File: src/pcw_pkg.sv
// Shared constants and carriers for the positioner status and command word logic.
// Assumes one 20 MHz clock and positions held as signed 32-bit increments.
package pcw_pkg;

  localparam int unsigned CLK_HZ = 20_000_000;

  // Status word bit positions
  localparam int unsigned ST_AT_TARGET  = 15;
  localparam int unsigned ST_RUNNING    = 14;
  localparam int unsigned ST_SUPPLY_OK  = 13;
  localparam int unsigned ST_READY      = 12;
  localparam int unsigned ST_HW_ERR     = 11;
  localparam int unsigned ST_ABORTED    = 10;
  localparam int unsigned ST_JOG_DOWN   = 9;
  localparam int unsigned ST_JOG_UP     = 8;
  localparam int unsigned ST_OVERTEMP   = 7;
  localparam int unsigned ST_DRAG_ERR   = 6;
  localparam int unsigned ST_INVALID    = 5;
  localparam int unsigned ST_POS_ERR    = 4;
  localparam int unsigned ST_MAN_ROT    = 3;
  localparam int unsigned ST_NO_SUPPLY  = 2;
  localparam int unsigned ST_LIM_UP     = 1;
  localparam int unsigned ST_LIM_DOWN   = 0;

  // Command word bit positions
  localparam int unsigned CMD_CONFIRM   = 8;
  localparam int unsigned CMD_RELEASE   = 7;
  localparam int unsigned CMD_MAN_REL   = 6;
  localparam int unsigned CMD_NO_LOOP   = 5;
  localparam int unsigned CMD_SET_REFV  = 4;
  localparam int unsigned CMD_SET_ZERO  = 3;
  localparam int unsigned CMD_ACCEPT    = 2;
  localparam int unsigned CMD_MAN_DOWN  = 1;
  localparam int unsigned CMD_MAN_UP    = 0;
  localparam logic [15:0] CMD_USED_MASK = 16'h01ff;

  localparam logic [15:0] STATUS_RST    = 16'h0000;

  // Motor supply floor in 0.1 V units
  localparam logic [15:0] LOW_SUPPLY_DV = 16'h00aa;

  // Jog pause unit: cycles per millisecond
  localparam int unsigned MS_NS         = 1_000_000;
  localparam int unsigned CLK_NS        = 1_000_000_000 / CLK_HZ;
  localparam int unsigned CYC_PER_MS    = MS_NS / CLK_NS;

  typedef struct packed {
    logic [15:0] min_supply_dv;  // Minimum motor supply, 0.1 V
    logic [15:0] temp_limit;     // Degrees C
    logic [15:0] pos_window;     // Increments
    logic [15:0] drag_limit;     // Increments
    logic [15:0] jog_pause_ms;   // 0 means single jog steps only
    logic [15:0] jog_step;       // Increments per jog
    logic        loop_enable;    // Reference loop configured
    logic        jog_param_en;   // Jog keys released by parameter
    logic        fw_new;         // Newer firmware behaviour
    logic signed [31:0] range_hi;
    logic signed [31:0] range_lo;
  } pcw_cfg_t;

  typedef struct packed {
    logic        int_err;        // Internal error detected
    logic        bad_value;      // Out of range target or parameter
    logic [15:0] supply_dv;      // Motor supply, 0.1 V
    logic [15:0] temp_c;         // Device temperature
    logic signed [31:0] act_pos; // Encoder position
  } pcw_sense_t;

  typedef struct packed {
    logic        run;            // Motor enabled
    logic        dir_up;         // Direction of motion
    logic        fast;           // Manual speed instead of increments
    logic        use_loop;       // Approach with reference loop
    logic signed [31:0] goal;    // Commanded position
  } pcw_drive_t;

  typedef enum logic [3:0] {
    PCW_IDLE  = 4'b0001,
    PCW_POS   = 4'b0010,
    PCW_STEP  = 4'b0100,
    PCW_MAN   = 4'b1000
  } pcw_state_t;

endpackage

File: src/pcw_sync.sv
// Two-flop synchroniser for a group of pin inputs.
// Assumes inputs are asynchronous to clk.
`timescale 1ns/1ps
`default_nettype none
module pcw_sync
  import pcw_pkg::*;
#(
  parameter int unsigned WIDTH = 2
) (
  input  wire logic             clk,
  input  wire logic             rst_n,
  input  wire logic [WIDTH-1:0] async_in,
  output logic      [WIDTH-1:0] sync_out
);
  logic [WIDTH-1:0] meta_q;

  always_ff @(posedge clk) begin
    if (!rst_n) begin
      meta_q   <= '0;
      sync_out <= '0;
    end else begin
      meta_q   <= async_in;
      sync_out <= meta_q;
    end
  end
endmodule // pcw_sync
`default_nettype wire

File: src/pcw_errmem.sv
// Error memory: captures the error status on confirmation and hands a copy to
// non-volatile storage. Assumes the storage accepts a one-cycle save pulse.
`timescale 1ns/1ps
`default_nettype none
module pcw_errmem
  import pcw_pkg::*;
#(
  parameter int unsigned DEPTH = 8
) (
  input  wire logic        clk,
  input  wire logic        rst_n,
  input  wire logic        capture,
  input  wire logic [15:0] err_status,
  input  wire logic        auto_save,
  input  wire logic        save_req,
  output logic             nv_save,
  output logic [15:0]      last_err
);
  logic [15:0]              mem_q [DEPTH];
  logic [$clog2(DEPTH)-1:0] wr_q;
  logic                     save_q;

  always_ff @(posedge clk) begin
    if (!rst_n) begin
      wr_q   <= '0;
      save_q <= 1'b0;
    end else begin
      save_q <= (capture && auto_save) || save_req;
      if (capture) begin
        mem_q[wr_q] <= err_status;
        wr_q        <= wr_q + 1'b1;
      end
    end
  end

  assign nv_save  = save_q;
  assign last_err = mem_q[wr_q - 1'b1];
endmodule // pcw_errmem
`default_nettype wire

File: src/pcw_core.sv
// Status and command word logic of a positioning drive.
// Assumes the command word and target come from the cyclic exchange on clk,
// and the jog keys arrive on pins asynchronous to clk.
// Behaviour
// - At-target flag within positioning window
// - Running flag during positioning run
// - Supply-ok flag gates run start
// - Ready flag; pending error blocks start
// - Internal error stops; release drop clears
// - Aborted flag on release drop or error
// - Jog key pins mirrored in status
// - Overtemp flag, cleared by confirmation
// - Drag error flag, run continues
// - Invalid value flag
// - Positioning error after run, cleared next
// - Manual rotation after completed run
// - Low supply flag, cleared on confirm fall
// - Range limit flags block outward jog start and manual speed
// - Confirm fall moves errors to memory
// - Save error memory automatically or explicitly
// - Motion only while release set
// - Manual release lets jog keys drive
// - No-loop bit suppresses reference loop
// - Reference value accepted when alone
// - Zero reference set when alone
// - Accept bit starts positioning run
// - Manual run: step, pause, continue
`timescale 1ns/1ps
`default_nettype none
module pcw_core
  import pcw_pkg::*;
#(
  parameter int unsigned ERR_DEPTH = 8,
  parameter int unsigned MS_CYCLES = CYC_PER_MS
) (
  input  wire logic        clk,
  input  wire logic        rst_n,
  input  wire logic [15:0] drive_command_word,
  input  wire logic signed [31:0] target_pos,
  input  wire logic        save_cmd,
  input  wire logic        jog_down_pin,
  input  wire logic        jog_up_pin,
  input  wire pcw_cfg_t    cfg,
  input  wire pcw_sense_t  sense,
  output logic [15:0]      drive_status_word,
  output pcw_drive_t       drive,
  output logic signed [31:0] ref_offset,
  output logic             nv_save,
  output logic [15:0]      last_err
);
  // Jog pins pass two flops first
  logic [1:0] jog_s;
  pcw_sync #(.WIDTH(2)) u_sync (
    .clk      (clk),
    .rst_n    (rst_n),
    .async_in ({jog_down_pin, jog_up_pin}),
    .sync_out (jog_s)
  );

  wire [15:0] cmd = drive_command_word & CMD_USED_MASK;

  logic [15:0] cmd_q;
  logic [15:0] flags_q;
  pcw_state_t  state_q;
  logic signed [31:0] ref_q;
  logic signed [31:0] goal_q;
  logic        done_q;
  logic [15:0] pause_q;
  logic [31:0] ms_cnt_q;

  wire confirm_fall = cmd_q[CMD_CONFIRM] && !cmd[CMD_CONFIRM];
  wire release_fall = cmd_q[CMD_RELEASE] && !cmd[CMD_RELEASE];
  wire release_on   = cmd[CMD_RELEASE];
  wire accept       = cmd[CMD_ACCEPT];

  // Position in user coordinates relative to the zero reference
  wire signed [31:0] pos    = sense.act_pos - ref_q;
  wire signed [31:0] diff   = pos - target_pos;
  wire [31:0] adiff         = diff[31] ? 32'(-diff) : 32'(diff);
  wire signed [31:0] lag    = pos - goal_q;
  wire [31:0] alag          = lag[31] ? 32'(-lag) : 32'(lag);
  wire in_window            = adiff <= {16'h0000, cfg.pos_window};

  wire supply_ok  = sense.supply_dv > cfg.min_supply_dv;
  wire supply_low = sense.supply_dv < LOW_SUPPLY_DV;
  wire hot        = sense.temp_c > cfg.temp_limit;
  wire over_hi    = pos > cfg.range_hi;
  wire under_lo   = pos < cfg.range_lo;

  // Any latched fault that stops new runs
  wire err_active = flags_q[ST_HW_ERR] | flags_q[ST_OVERTEMP] | flags_q[ST_NO_SUPPLY];
  // Ready when supplies, temperature and target are fine
  wire ready      = supply_ok && !hot && !flags_q[ST_OVERTEMP] && !sense.bad_value;
  wire may_start  = release_on && ready && !err_active;

  wire set_refv   = cmd == (16'h0001 << CMD_SET_REFV);
  wire set_zero   = cmd == (16'h0001 << CMD_SET_ZERO);

  // Jog source: command bits or released keys
  wire jog_en     = (cmd[CMD_MAN_REL] || cfg.jog_param_en) && !accept;
  wire man_up     = !accept && (cmd[CMD_MAN_UP] || (jog_en && jog_s[0]));
  wire man_down   = !accept && (cmd[CMD_MAN_DOWN] || (jog_en && jog_s[1]));
  wire man_any    = man_up ^ man_down;

  wire up_blocked   = over_hi;
  wire down_blocked = under_lo;

  wire run_stop   = !release_on || flags_q[ST_HW_ERR] || sense.int_err;
  wire ms_tick    = ms_cnt_q == 32'(MS_CYCLES - 1);
  wire running    = state_q != PCW_IDLE;

  // Millisecond divider for the jog pause
  always_ff @(posedge clk) begin
    if (!rst_n || state_q != PCW_STEP || ms_tick) begin
      ms_cnt_q <= '0;
    end else begin
      ms_cnt_q <= ms_cnt_q + 32'd1;
    end
  end

  // Run sequencer
  always_ff @(posedge clk) begin
    if (!rst_n) begin
      state_q <= PCW_IDLE;
      goal_q  <= '0;
      pause_q <= '0;
      done_q  <= 1'b0;
    end else begin
      case (state_q)
        PCW_IDLE: begin
          if (accept && may_start && !set_refv && !set_zero) begin
            state_q <= PCW_POS;
            goal_q  <= target_pos;
            done_q  <= 1'b0;
          // Manual run begins with one jog step of jog_step increments
          end else if (man_any && may_start &&
                       !(man_up && up_blocked) && !(man_down && down_blocked)) begin
            state_q <= PCW_STEP;
            goal_q  <= man_up ? pos + 32'(cfg.jog_step) : pos - 32'(cfg.jog_step);
            pause_q <= '0;
            done_q  <= 1'b0;
          end
        end
        PCW_POS: begin
          if (run_stop) begin
            state_q <= PCW_IDLE;
          end else if (in_window) begin
            state_q <= PCW_IDLE;
            done_q  <= 1'b1;
          end else begin
            goal_q <= target_pos;
          end
        end
        PCW_STEP: begin
          // Pause then continue at manual speed; zero pause steps only
          if (run_stop || !man_any) begin
            state_q <= PCW_IDLE;
          end else if (ms_tick) begin
            pause_q <= pause_q + 16'h0001;
            if (cfg.jog_pause_ms != 16'h0000 && pause_q + 16'h0001 >= cfg.jog_pause_ms) begin
              state_q <= PCW_MAN;
            end
          end
        end
        PCW_MAN: begin
          if (run_stop || !man_any || (man_up && up_blocked) || (man_down && down_blocked)) begin
            state_q <= PCW_IDLE;
          end
        end
        default: state_q <= PCW_IDLE;
      endcase
    end
  end

  // Reference handling and command history
  always_ff @(posedge clk) begin
    if (!rst_n) begin
      ref_q <= '0;
      cmd_q <= '0;
    end else begin
      cmd_q <= cmd;
      // New reference value on an isolated bit-4 rise
      if (set_refv && !cmd_q[CMD_SET_REFV]) begin
        ref_q <= sense.act_pos - target_pos;
      // Zero here, or the target value on newer firmware
      end else if (set_zero && !cmd_q[CMD_SET_ZERO] && !running) begin
        ref_q <= cfg.fw_new ? sense.act_pos - target_pos : sense.act_pos;
      end
    end
  end

  // Status flags; sets win over clears
  logic [15:0] flags_d;
  always_comb begin
    flags_d = flags_q;
    flags_d[ST_AT_TARGET] = in_window;
    flags_d[ST_RUNNING]   = running;
    flags_d[ST_SUPPLY_OK] = supply_ok;
    flags_d[ST_READY]     = ready;
    flags_d[ST_JOG_DOWN]  = jog_s[1];
    flags_d[ST_JOG_UP]    = jog_s[0];
    flags_d[ST_DRAG_ERR]  = running && alag > {16'h0000, cfg.drag_limit};
    flags_d[ST_INVALID]   = sense.bad_value;
    // Range limits clear once back inside
    flags_d[ST_LIM_UP]    = over_hi;
    flags_d[ST_LIM_DOWN]  = under_lo;
    // Cleared by release drop or confirm fall
    if (release_fall || confirm_fall) flags_d[ST_HW_ERR] = 1'b0;
    if (sense.int_err) flags_d[ST_HW_ERR] = 1'b1;
    // Overtemp cleared only when cool and confirmed
    if (confirm_fall && !hot) flags_d[ST_OVERTEMP] = 1'b0;
    if (hot) flags_d[ST_OVERTEMP] = 1'b1;
    // Low supply cleared on confirm fall
    if (confirm_fall) flags_d[ST_NO_SUPPLY] = 1'b0;
    if (supply_low) flags_d[ST_NO_SUPPLY] = 1'b1;
    if (state_q == PCW_IDLE && (accept || man_any) && may_start) flags_d[ST_ABORTED] = 1'b0;
    if (running && run_stop) flags_d[ST_ABORTED] = 1'b1;
    // Positioning error cleared during next positioning run
    if (state_q == PCW_POS) flags_d[ST_POS_ERR] = 1'b0;
    if (state_q == PCW_POS && run_stop && !in_window) flags_d[ST_POS_ERR] = 1'b1;
    // Pushed away after a completed run
    if (running) flags_d[ST_MAN_ROT] = 1'b0;
    // Judged against the finished goal, so a new target alone does not raise it
    if (!running && done_q && alag > {16'h0000, cfg.pos_window}) flags_d[ST_MAN_ROT] = 1'b1;
  end

  always_ff @(posedge clk) begin
    if (!rst_n) begin
      flags_q <= STATUS_RST;
    end else begin
      flags_q <= flags_d;
    end
  end

  pcw_errmem #(.DEPTH(ERR_DEPTH)) u_errmem (
    .clk        (clk),
    .rst_n      (rst_n),
    .capture    (confirm_fall || (release_fall && flags_q[ST_HW_ERR])),
    .err_status (flags_q),
    .auto_save  (cfg.fw_new),
    .save_req   (save_cmd),
    .nv_save    (nv_save),
    .last_err   (last_err)
  );

  assign drive_status_word = flags_q;
  assign ref_offset        = ref_q;
  assign drive.run         = running && !run_stop;
  assign drive.dir_up      = goal_q > pos;
  assign drive.fast        = state_q == PCW_MAN;
  assign drive.use_loop    = cfg.loop_enable && !cmd[CMD_NO_LOOP];
  assign drive.goal        = goal_q;
endmodule // pcw_core
`default_nettype wire

File: config.mk
export PLATFORM = sky130hd
export DESIGN_NAME = pcw_core
export DESIGN_NICKNAME = d
export VERILOG_FILES = /design/src/pcw_pkg.sv /design/src/pcw_sync.sv /design/src/pcw_errmem.sv /design/src/pcw_core.sv
export SDC_FILE = /design/constraint.sdc
export NUM_CORES = 1
export LEC_CHECK = 0
export BUFFER_PORTS_ARGS = -buffer_cell sky130_fd_sc_hd__buf_2
export CORE_ASPECT_RATIO = 0.5
export CORE_MARGIN = 2
export CORE_UTILIZATION = 45
export DETAILED_ROUTE_END_ITERATION = 12
export PLACE_DENSITY = 0.72
export SETUP_SLACK_MARGIN = 0.05
export SYNTH_ARGS = -nofsm -noshare
export SYNTH_HDL_FRONTEND = slang
export SYNTH_SLANG_ARGS = --single-unit
File: constraint.sdc
create_clock -name clk -period 14.77 [get_ports clk]
set_clock_uncertainty 0.15 [all_clocks]
set_input_delay 2.954 -clock clk [delete_from_list [all_inputs] [get_ports clk]]
set_output_delay 2.954 -clock clk [all_outputs]
set_load 0.005 [all_outputs]
==> qor.csv, run 1 <==
metric,value,unit
"flops & latches, synth",273,
later-pin clock latency in the skew report,0.60,ns
largest cells by area after synthesis,"ha_1 (16%), edfxtp_1 (15%), dfxtp_1 (11%), a21oi_1 (4.4%), inv_1 (4.3%)",
CTS tree,built,
CTS buffer count,26,
num rows,61,
status,"finished, final reports clean",
Ports,383,
"slowest stage delay, CP",0.63,ns
CTS root buf,clkbuf_16,
CTS Buffer Depth,3,
crit start category,input port,
DIE WIDTH,342.3,um
worst path bufs/invs,4,
gate count of the mapped netlist,3055,
RSZ-0062 raised after global routing,false,
Final Max Slew Viols,0,
DRT antenna net count,0,
number of distinct library cells after synthesis,99,
Leak,13.08,nW
initial antenna violation count,5,
fin crit period,13.18,ns
Worst path most repeated cell,o21a_1,
number of synthesized flops with an enable pin,128,
Clock transition at path regs,0.07,ns
Worst EP required,15.12,ns
Achievable Freq,0.07589,GHz
overall routing resource usage,25.92,%
Resized cells post-CTS,0,
vias in the first global route,22710,
"Area growth, synth to finish",14.34,%
total gr overflow,0,
cell with the most instances after synthesis,ha_1,
Hold Path Class,reg -> reg,
wire length per cell,18.97,um
CP top delay family,compound AO/OA/AOI/OAI gates,
htree depth,1,
Die ar.,59280,sq um
WS Path Type,in -> reg,
Main synth FF type,dfxtp_1,
arrival time worst endpoint,13.53,ns
post-synth top area cell,ha_1,
Starting DRT DRC Count,2004,
async set-or-reset flop fraction in the synthesized netlist,0,%
DR vias/cell,5.768,
largest net degree at the start of global routing,77,
total wire length,79510,um
GPL Wtd Cong,0.9741,
Worst Max-Slew Pin Slew,1.222,ns
PortBufs,375,
Syn Nets,3665,
Final setup viols,0,
"Hold Vio Cnt, Final",0,
number of max-cap violations,0,
Pre-antenna DRT Iters,6,
"Cell Area, Synth",25750,sq um
"Seq/Total Area, Yosys",26.20,%
Synth Warn #,0,
final total negative setup slack,0,ns
core area,56020,sq um
detailed placement HPWL,64060,um
top-area cell type share of the netlist area,15.69,%
power per standard cell area,93.72,nW/um^2
first-pass GRT wire length,123500,um
hold buffers post-CTS,0,
CP endpoint kind,register,
Post-CTS Setup Bufs,0,
share of cells above drive strength 1,17.31,%
CTS sink count,273,
CP max stage cell,xor2_1,
WHS,0.2891,ns
Nets,4022,
headroom to the max-slew limit,17.47,%
routed via count,24180,
crit path max fanout,10,
die span in y,173.2,um
fin crit share,89.22,%
Starting Density,45.97,%
peak supply drop,0.08010,mV
syn avg cell area,8.430,sq um
most instantiated cells after synthesis,"ha_1 (323), inv_1 (296), nor2_1 (233)",
Remaining DRCs,0,
[layer usage]
metal	up-vias	part of all wire, %	GRT usage (%)
met5	-	0	0
met4	0	4.3	10.49
met3	196	5.1	3.298
met2	719	47	43.65
met1	11360	43	33.59
li1	11900	-	-
[layout by cell type (no fill, tap or decap), drive strengths merged, types with 32 or more instances in the layout]
master / count
a211oi: 33
a21o: 93
a21oi: 228
a31oi: 37
and2: 34
and3: 35
buf: 418
clkbuf: 33
dfxtp: 145
edfxtp: 128
ha: 323
inv: 300
mux2i: 32
mux4: 32
nand2: 229
nand2b: 35
nand3: 62
nand4: 46
nor2: 233
nor2b: 48
nor3: 61
nor4: 32
o21a: 59
o21ai: 164
xnor2: 99
xor2: 104
[final cells by class]
| class | count | area, sq um |
|---|---|---|
| Tap cell | 756 | 945.9 |
| Clock inverter | 14 | 122.6 |
| Sequential cell | 273 | 6748 |
| Fill cell | 5316 | 26570 |
| Inverter | 297 | 1115 |
| Timing Repair Buffer | 418 | 2212 |
| Clock buffer | 33 | 686.9 |
| Antenna cell | 5 | 12.51 |
| Multi-Input combinational cell | 2396 | 17600 |
[where the power goes]
group | leakage [nW] | internal [W] | switching [W]
registers | 2.37 | 0.000799 | 0.0000101
clock network | 0.389 | 0.000351 | 0.000315
logic | 10.3 | 0.000530 | 0.000755
total | 13.1 | 0.00168 | 0.00108
[worst register-to-register path, delay by kind of cell, from the launching register on]
family | cells | cell delay (ns)
fa+ha+maj | 4 | 1.23
simple gates | 10 | 2.24
flops | 1 | 0.34
xor+xnor | 3 | 1.09
buf+inv | 2 | 0.38
compound gates | 24 | 5.51
[per-stage QoR]
step | worst slack [ns] | area (sq um) | power [W] | utilization, % | std cells
after floorplan | 3.345 | 25750 | 0.001730 | - | 3055
after global placement | 1.612 | 28630 | 0.002064 | 51.10 | 4140
after detailed placement | 1.393 | 28630 | 0.002085 | 51.10 | 4140
after CTS | 1.936 | 29430 | 0.002755 | 52.54 | 4187
after global routing | 0.9135 | 29450 | 0.002944 | 52.56 | 4192
final | 1.593 | 29450 | 0.002760 | 52.56 | 4192
[flip-flops by register name, indices dropped and copies added (netlist names)]
register,count
state_q,4
u_errmem.nv_save,1
u_errmem.wr_q,3
u_errmem.mem_q,128
drive_status_word,16
pause_q,16
goal_q,32
ref_offset,32
u_sync.meta_q,2
cmd_q,4
u_sync.sync_out,2
done_q,1
ms_cnt_q,32
[worst paths after layout]
path / startpoint / endpoint / slack (ns) / cells after the start
worst min register to register: u_sync.meta_q[1] / u_sync.sync_out[1] / 0.29 / 1
worst max register to register: ref_offset[0] / goal_q[26] / 3.78 / 43
worst max-delay path: sense[0] / goal_q[26] / 1.59 / 45
worst min-delay path: u_sync.meta_q[1] / u_sync.sync_out[1] / 0.29 / 1
[cell families after synthesis]
logic type	count (synthesis)	synth area share (%)
compound gates	835	21.54
xor+xnor	203	6.903
fa+ha+maj	328	16.08
buf+inv	386	5.703
flops	273	26.20
mux	83	4.873
simple gates	947	18.71
No activity file was read; power rests on OpenSTA's default activity.
==> run 2, diff against run 1 <==
--- a/config.mk
+++ b/config.mk
@@ -5,11 +5,13 @@
 export SDC_FILE = /design/constraint.sdc
 export NUM_CORES = 1
 export LEC_CHECK = 0
+export ABC_AREA = 1
 export BUFFER_PORTS_ARGS = -buffer_cell sky130_fd_sc_hd__buf_2
 export CORE_ASPECT_RATIO = 0.5
 export CORE_MARGIN = 2
 export CORE_UTILIZATION = 45
 export DETAILED_ROUTE_END_ITERATION = 12
+export HOLD_SLACK_MARGIN = 0.1
 export PLACE_DENSITY = 0.72
 export SETUP_SLACK_MARGIN = 0.05
 export SYNTH_ARGS = -nofsm -noshare
==> qor.csv, run 2 <==
metric,value,unit
arrival time worst endpoint,8.36,ns
headroom to the max-slew limit,31.83,%
post-synthesis mux area share,0.03550,%
Main synth FF type,dfxtp_1,
most instantiated cells after synthesis,"nand2_1 (1,068), inv_1 (770), nor2_1 (540)",
CTS root buf,clkbuf_16,
first-pass GRT wire length,155900,um
DIE WIDTH,358,um
initial antenna violation count,3,
Syn Nets,5032,
peak supply drop,0.09080,mV
CP endpoint kind,output pin,
PortBufs,375,
RSZ-0062 raised after global routing,false,
hold buffers post-CTS,0,
total wire length,102400,um
CP max stage cell,xor2_1,
syn avg cell area,6.376,sq um
Clock transition at path regs,0.06,ns
WS Path Type,in -> out,
Adder-Cell Fraction of Synth Area,14.69,%
final total negative setup slack,0,ns
GPL Wtd Cong,1.041,
Starting DRT DRC Count,2684,
hold depth,2,
top-area cell type share of the netlist area,14.33,%
Remaining DRCs,0,
"flops & latches, synth",273,
overall routing resource usage,30.81,%
"Cell Area, Synth",28200,sq um
later-pin clock latency in the skew report,0.62,ns
routed via count,30350,
number of distinct library cells after synthesis,60,
total gr overflow,0,
number of max-cap violations,0,
CTS sink count,273,
fin crit period,11.46,ns
CTS Buffer Depth,3,
detailed placement HPWL,83010,um
num rows,64,
combinational family with the most area after synthesis,simple AND/OR/NAND/NOR gates,
flop2flop setup slack,6.55,ns
Final Max Slew Viols,0,
htree depth,1,
wire length per cell,18.13,um
most frequent cells in the layout,"nand2_1 (1,068), inv_1 (770), nor2_1 (538)",
Resized cells post-CTS,0,
cell with the most instances after synthesis,nand2_1,
Synth Warn #,0,
core area,61500,sq um
"Hold Vio Cnt, Final",0,
async set-or-reset flop fraction in the synthesized netlist,0,%
share of cells above drive strength 1,11.30,%
vias in the first global route,27910,
die span in y,181,um
number of synthesized flops with an enable pin,128,
Design Power,0.003913,W
Ports,383,
"Area growth, synth to finish",13.62,%
CTS buffer count,28,
largest net degree at the start of global routing,68,
gate count of the mapped netlist,4422,
"slowest stage delay, CP",0.81,ns
Leak,16.58,nW
Die ar.,64800,sq um
post-synth top area cell,ha_1,
Post-CTS Setup Bufs,0,
DR vias/cell,5.372,
Hold Path Class,reg -> reg,
Starting Density,45.85,%
fin crit share,77.62,%
worst r2r path cells,40,
Worst Max-Slew Pin Slew,1.019,ns
DRT antenna net count,0,
largest cells by area after synthesis,"ha_1 (14%), nand2_1 (14%), edfxtp_1 (14%), dfxtp_1 (10%), inv_1 (10%)",
Worst path most repeated cell,nand2_1,
Synth Area in Compound Gates,14.35,%
CP Cell Sequence,"buf_2, inv_1, ha_1, fa_1, o21ai_0, a21oi_1, o21ai_0, a21oi_1, o21ai_0, nand2_1, nand2_1, xor2_1, ha_1, nand2_1, nor2_1, nand2_1, nor2_1, nor2_1, nand2_1, a21boi_0, o2111ai_1, o21ai_0, buf_2",
status,"finished, final reports clean",
"commonest non-fill, non-tap cell in the layout",nand2_1,
Pre-antenna DRT Iters,7,
Final setup viols,0,
crit path max fanout,6,
Largest register FFs,128,
crit start category,input port,
CTS tree,built,
power per standard cell area,122.2,nW/um^2
Achievable Freq,0.08723,GHz
simple-gate share of the synthesized area,30.97,%
xor and xnor area share after synthesis,4.349,%
Nets,5409,
"Seq/Total Area, Yosys",23.93,%
Worst EP required,11.67,ns
register with the most flip-flops,u_errmem.mem_q,
[run 2: per-layer routing]
metal / up-vias / global-route usage (%) / wire length [um]
met5: - / 0 / 0
met4: 0 / 9.992 / 3663
met3: 180 / 4.636 / 8329
met2: 1071 / 48.83 / 44370
met1: 13930 / 42.81 / 46040
li1: 15170 / - / -
[run 2: final timing paths]
check	startpoint	to
setup / recovery	sense[0]	drive[34]
hold / removal	u_sync.meta_q[1]	u_sync.sync_out[1]
setup reg to reg	ref_offset[0]	goal_q[3]
hold reg to reg	u_sync.meta_q[1]	u_sync.sync_out[1]
[run 2: cells by family (layout without fill, tap and decap cells)]
group | count (synthesis) | count (layout)
adder cells (fa/ha/maj) | 328 | 328
flip-flops | 273 | 273
other | 0 | 3
buffers and inverters | 862 | 1261
multiplexers | 1 | 1
AND/OR/NAND/NOR | 2085 | 2085
XOR/XNOR | 140 | 140
AO/OA/AOI/OAI | 733 | 733
[run 2: metrics by stage]
stage / instances / utilization [%] / hold slack [ns] / setup WS (ns) / area (sq um)
after floorplan: 4422 / - / 0.2405 / 4.862 / 28200
after global placement: 5594 / 50.63 / 0.2481 / 3.558 / 31140
after detailed placement: 5594 / 50.63 / 0.2494 / 3.482 / 31140
after CTS: 5646 / 52.08 / 0.2654 / 3.461 / 32030
after global routing: 5648 / 52.09 / 0.3075 / 3.070 / 32030
final: 5649 / 52.09 / 0.2627 / 3.306 / 32040
[run 2: cell type report]
| type | instances | area [sq um] |
|---|---|---|
| flip-flops and latches | 273 | 6748 |
| multi-input cells | 3287 | 18180 |
| clock inverters | 14 | 103.9 |
| inverters | 789 | 2964 |
| diodes | 3 | 7.507 |
| fillers | 6311 | 29460 |
| clock buffers | 38 | 788.3 |
| well taps | 825 | 1032 |
| repair buffers | 420 | 2215 |
[run 2: power breakdown]
part           internal [W]  switching (W)  total (W)  leakage, nW
Sequential         0.000847      0.0000631   0.000910         2.39
Combinational      0.000761        0.00153    0.00229         13.8
Clock              0.000377       0.000332   0.000709        0.431
[run 2: critical path, delay by kind of cell]
family | cells | cell delay (ns)
adder cells (fa/ha/maj) | 3 | 1.11
buffers and inverters | 3 | 0.34
XOR/XNOR | 1 | 0.81
AO/OA/AOI/OAI | 8 | 2.33
AND/OR/NAND/NOR | 8 | 0.80
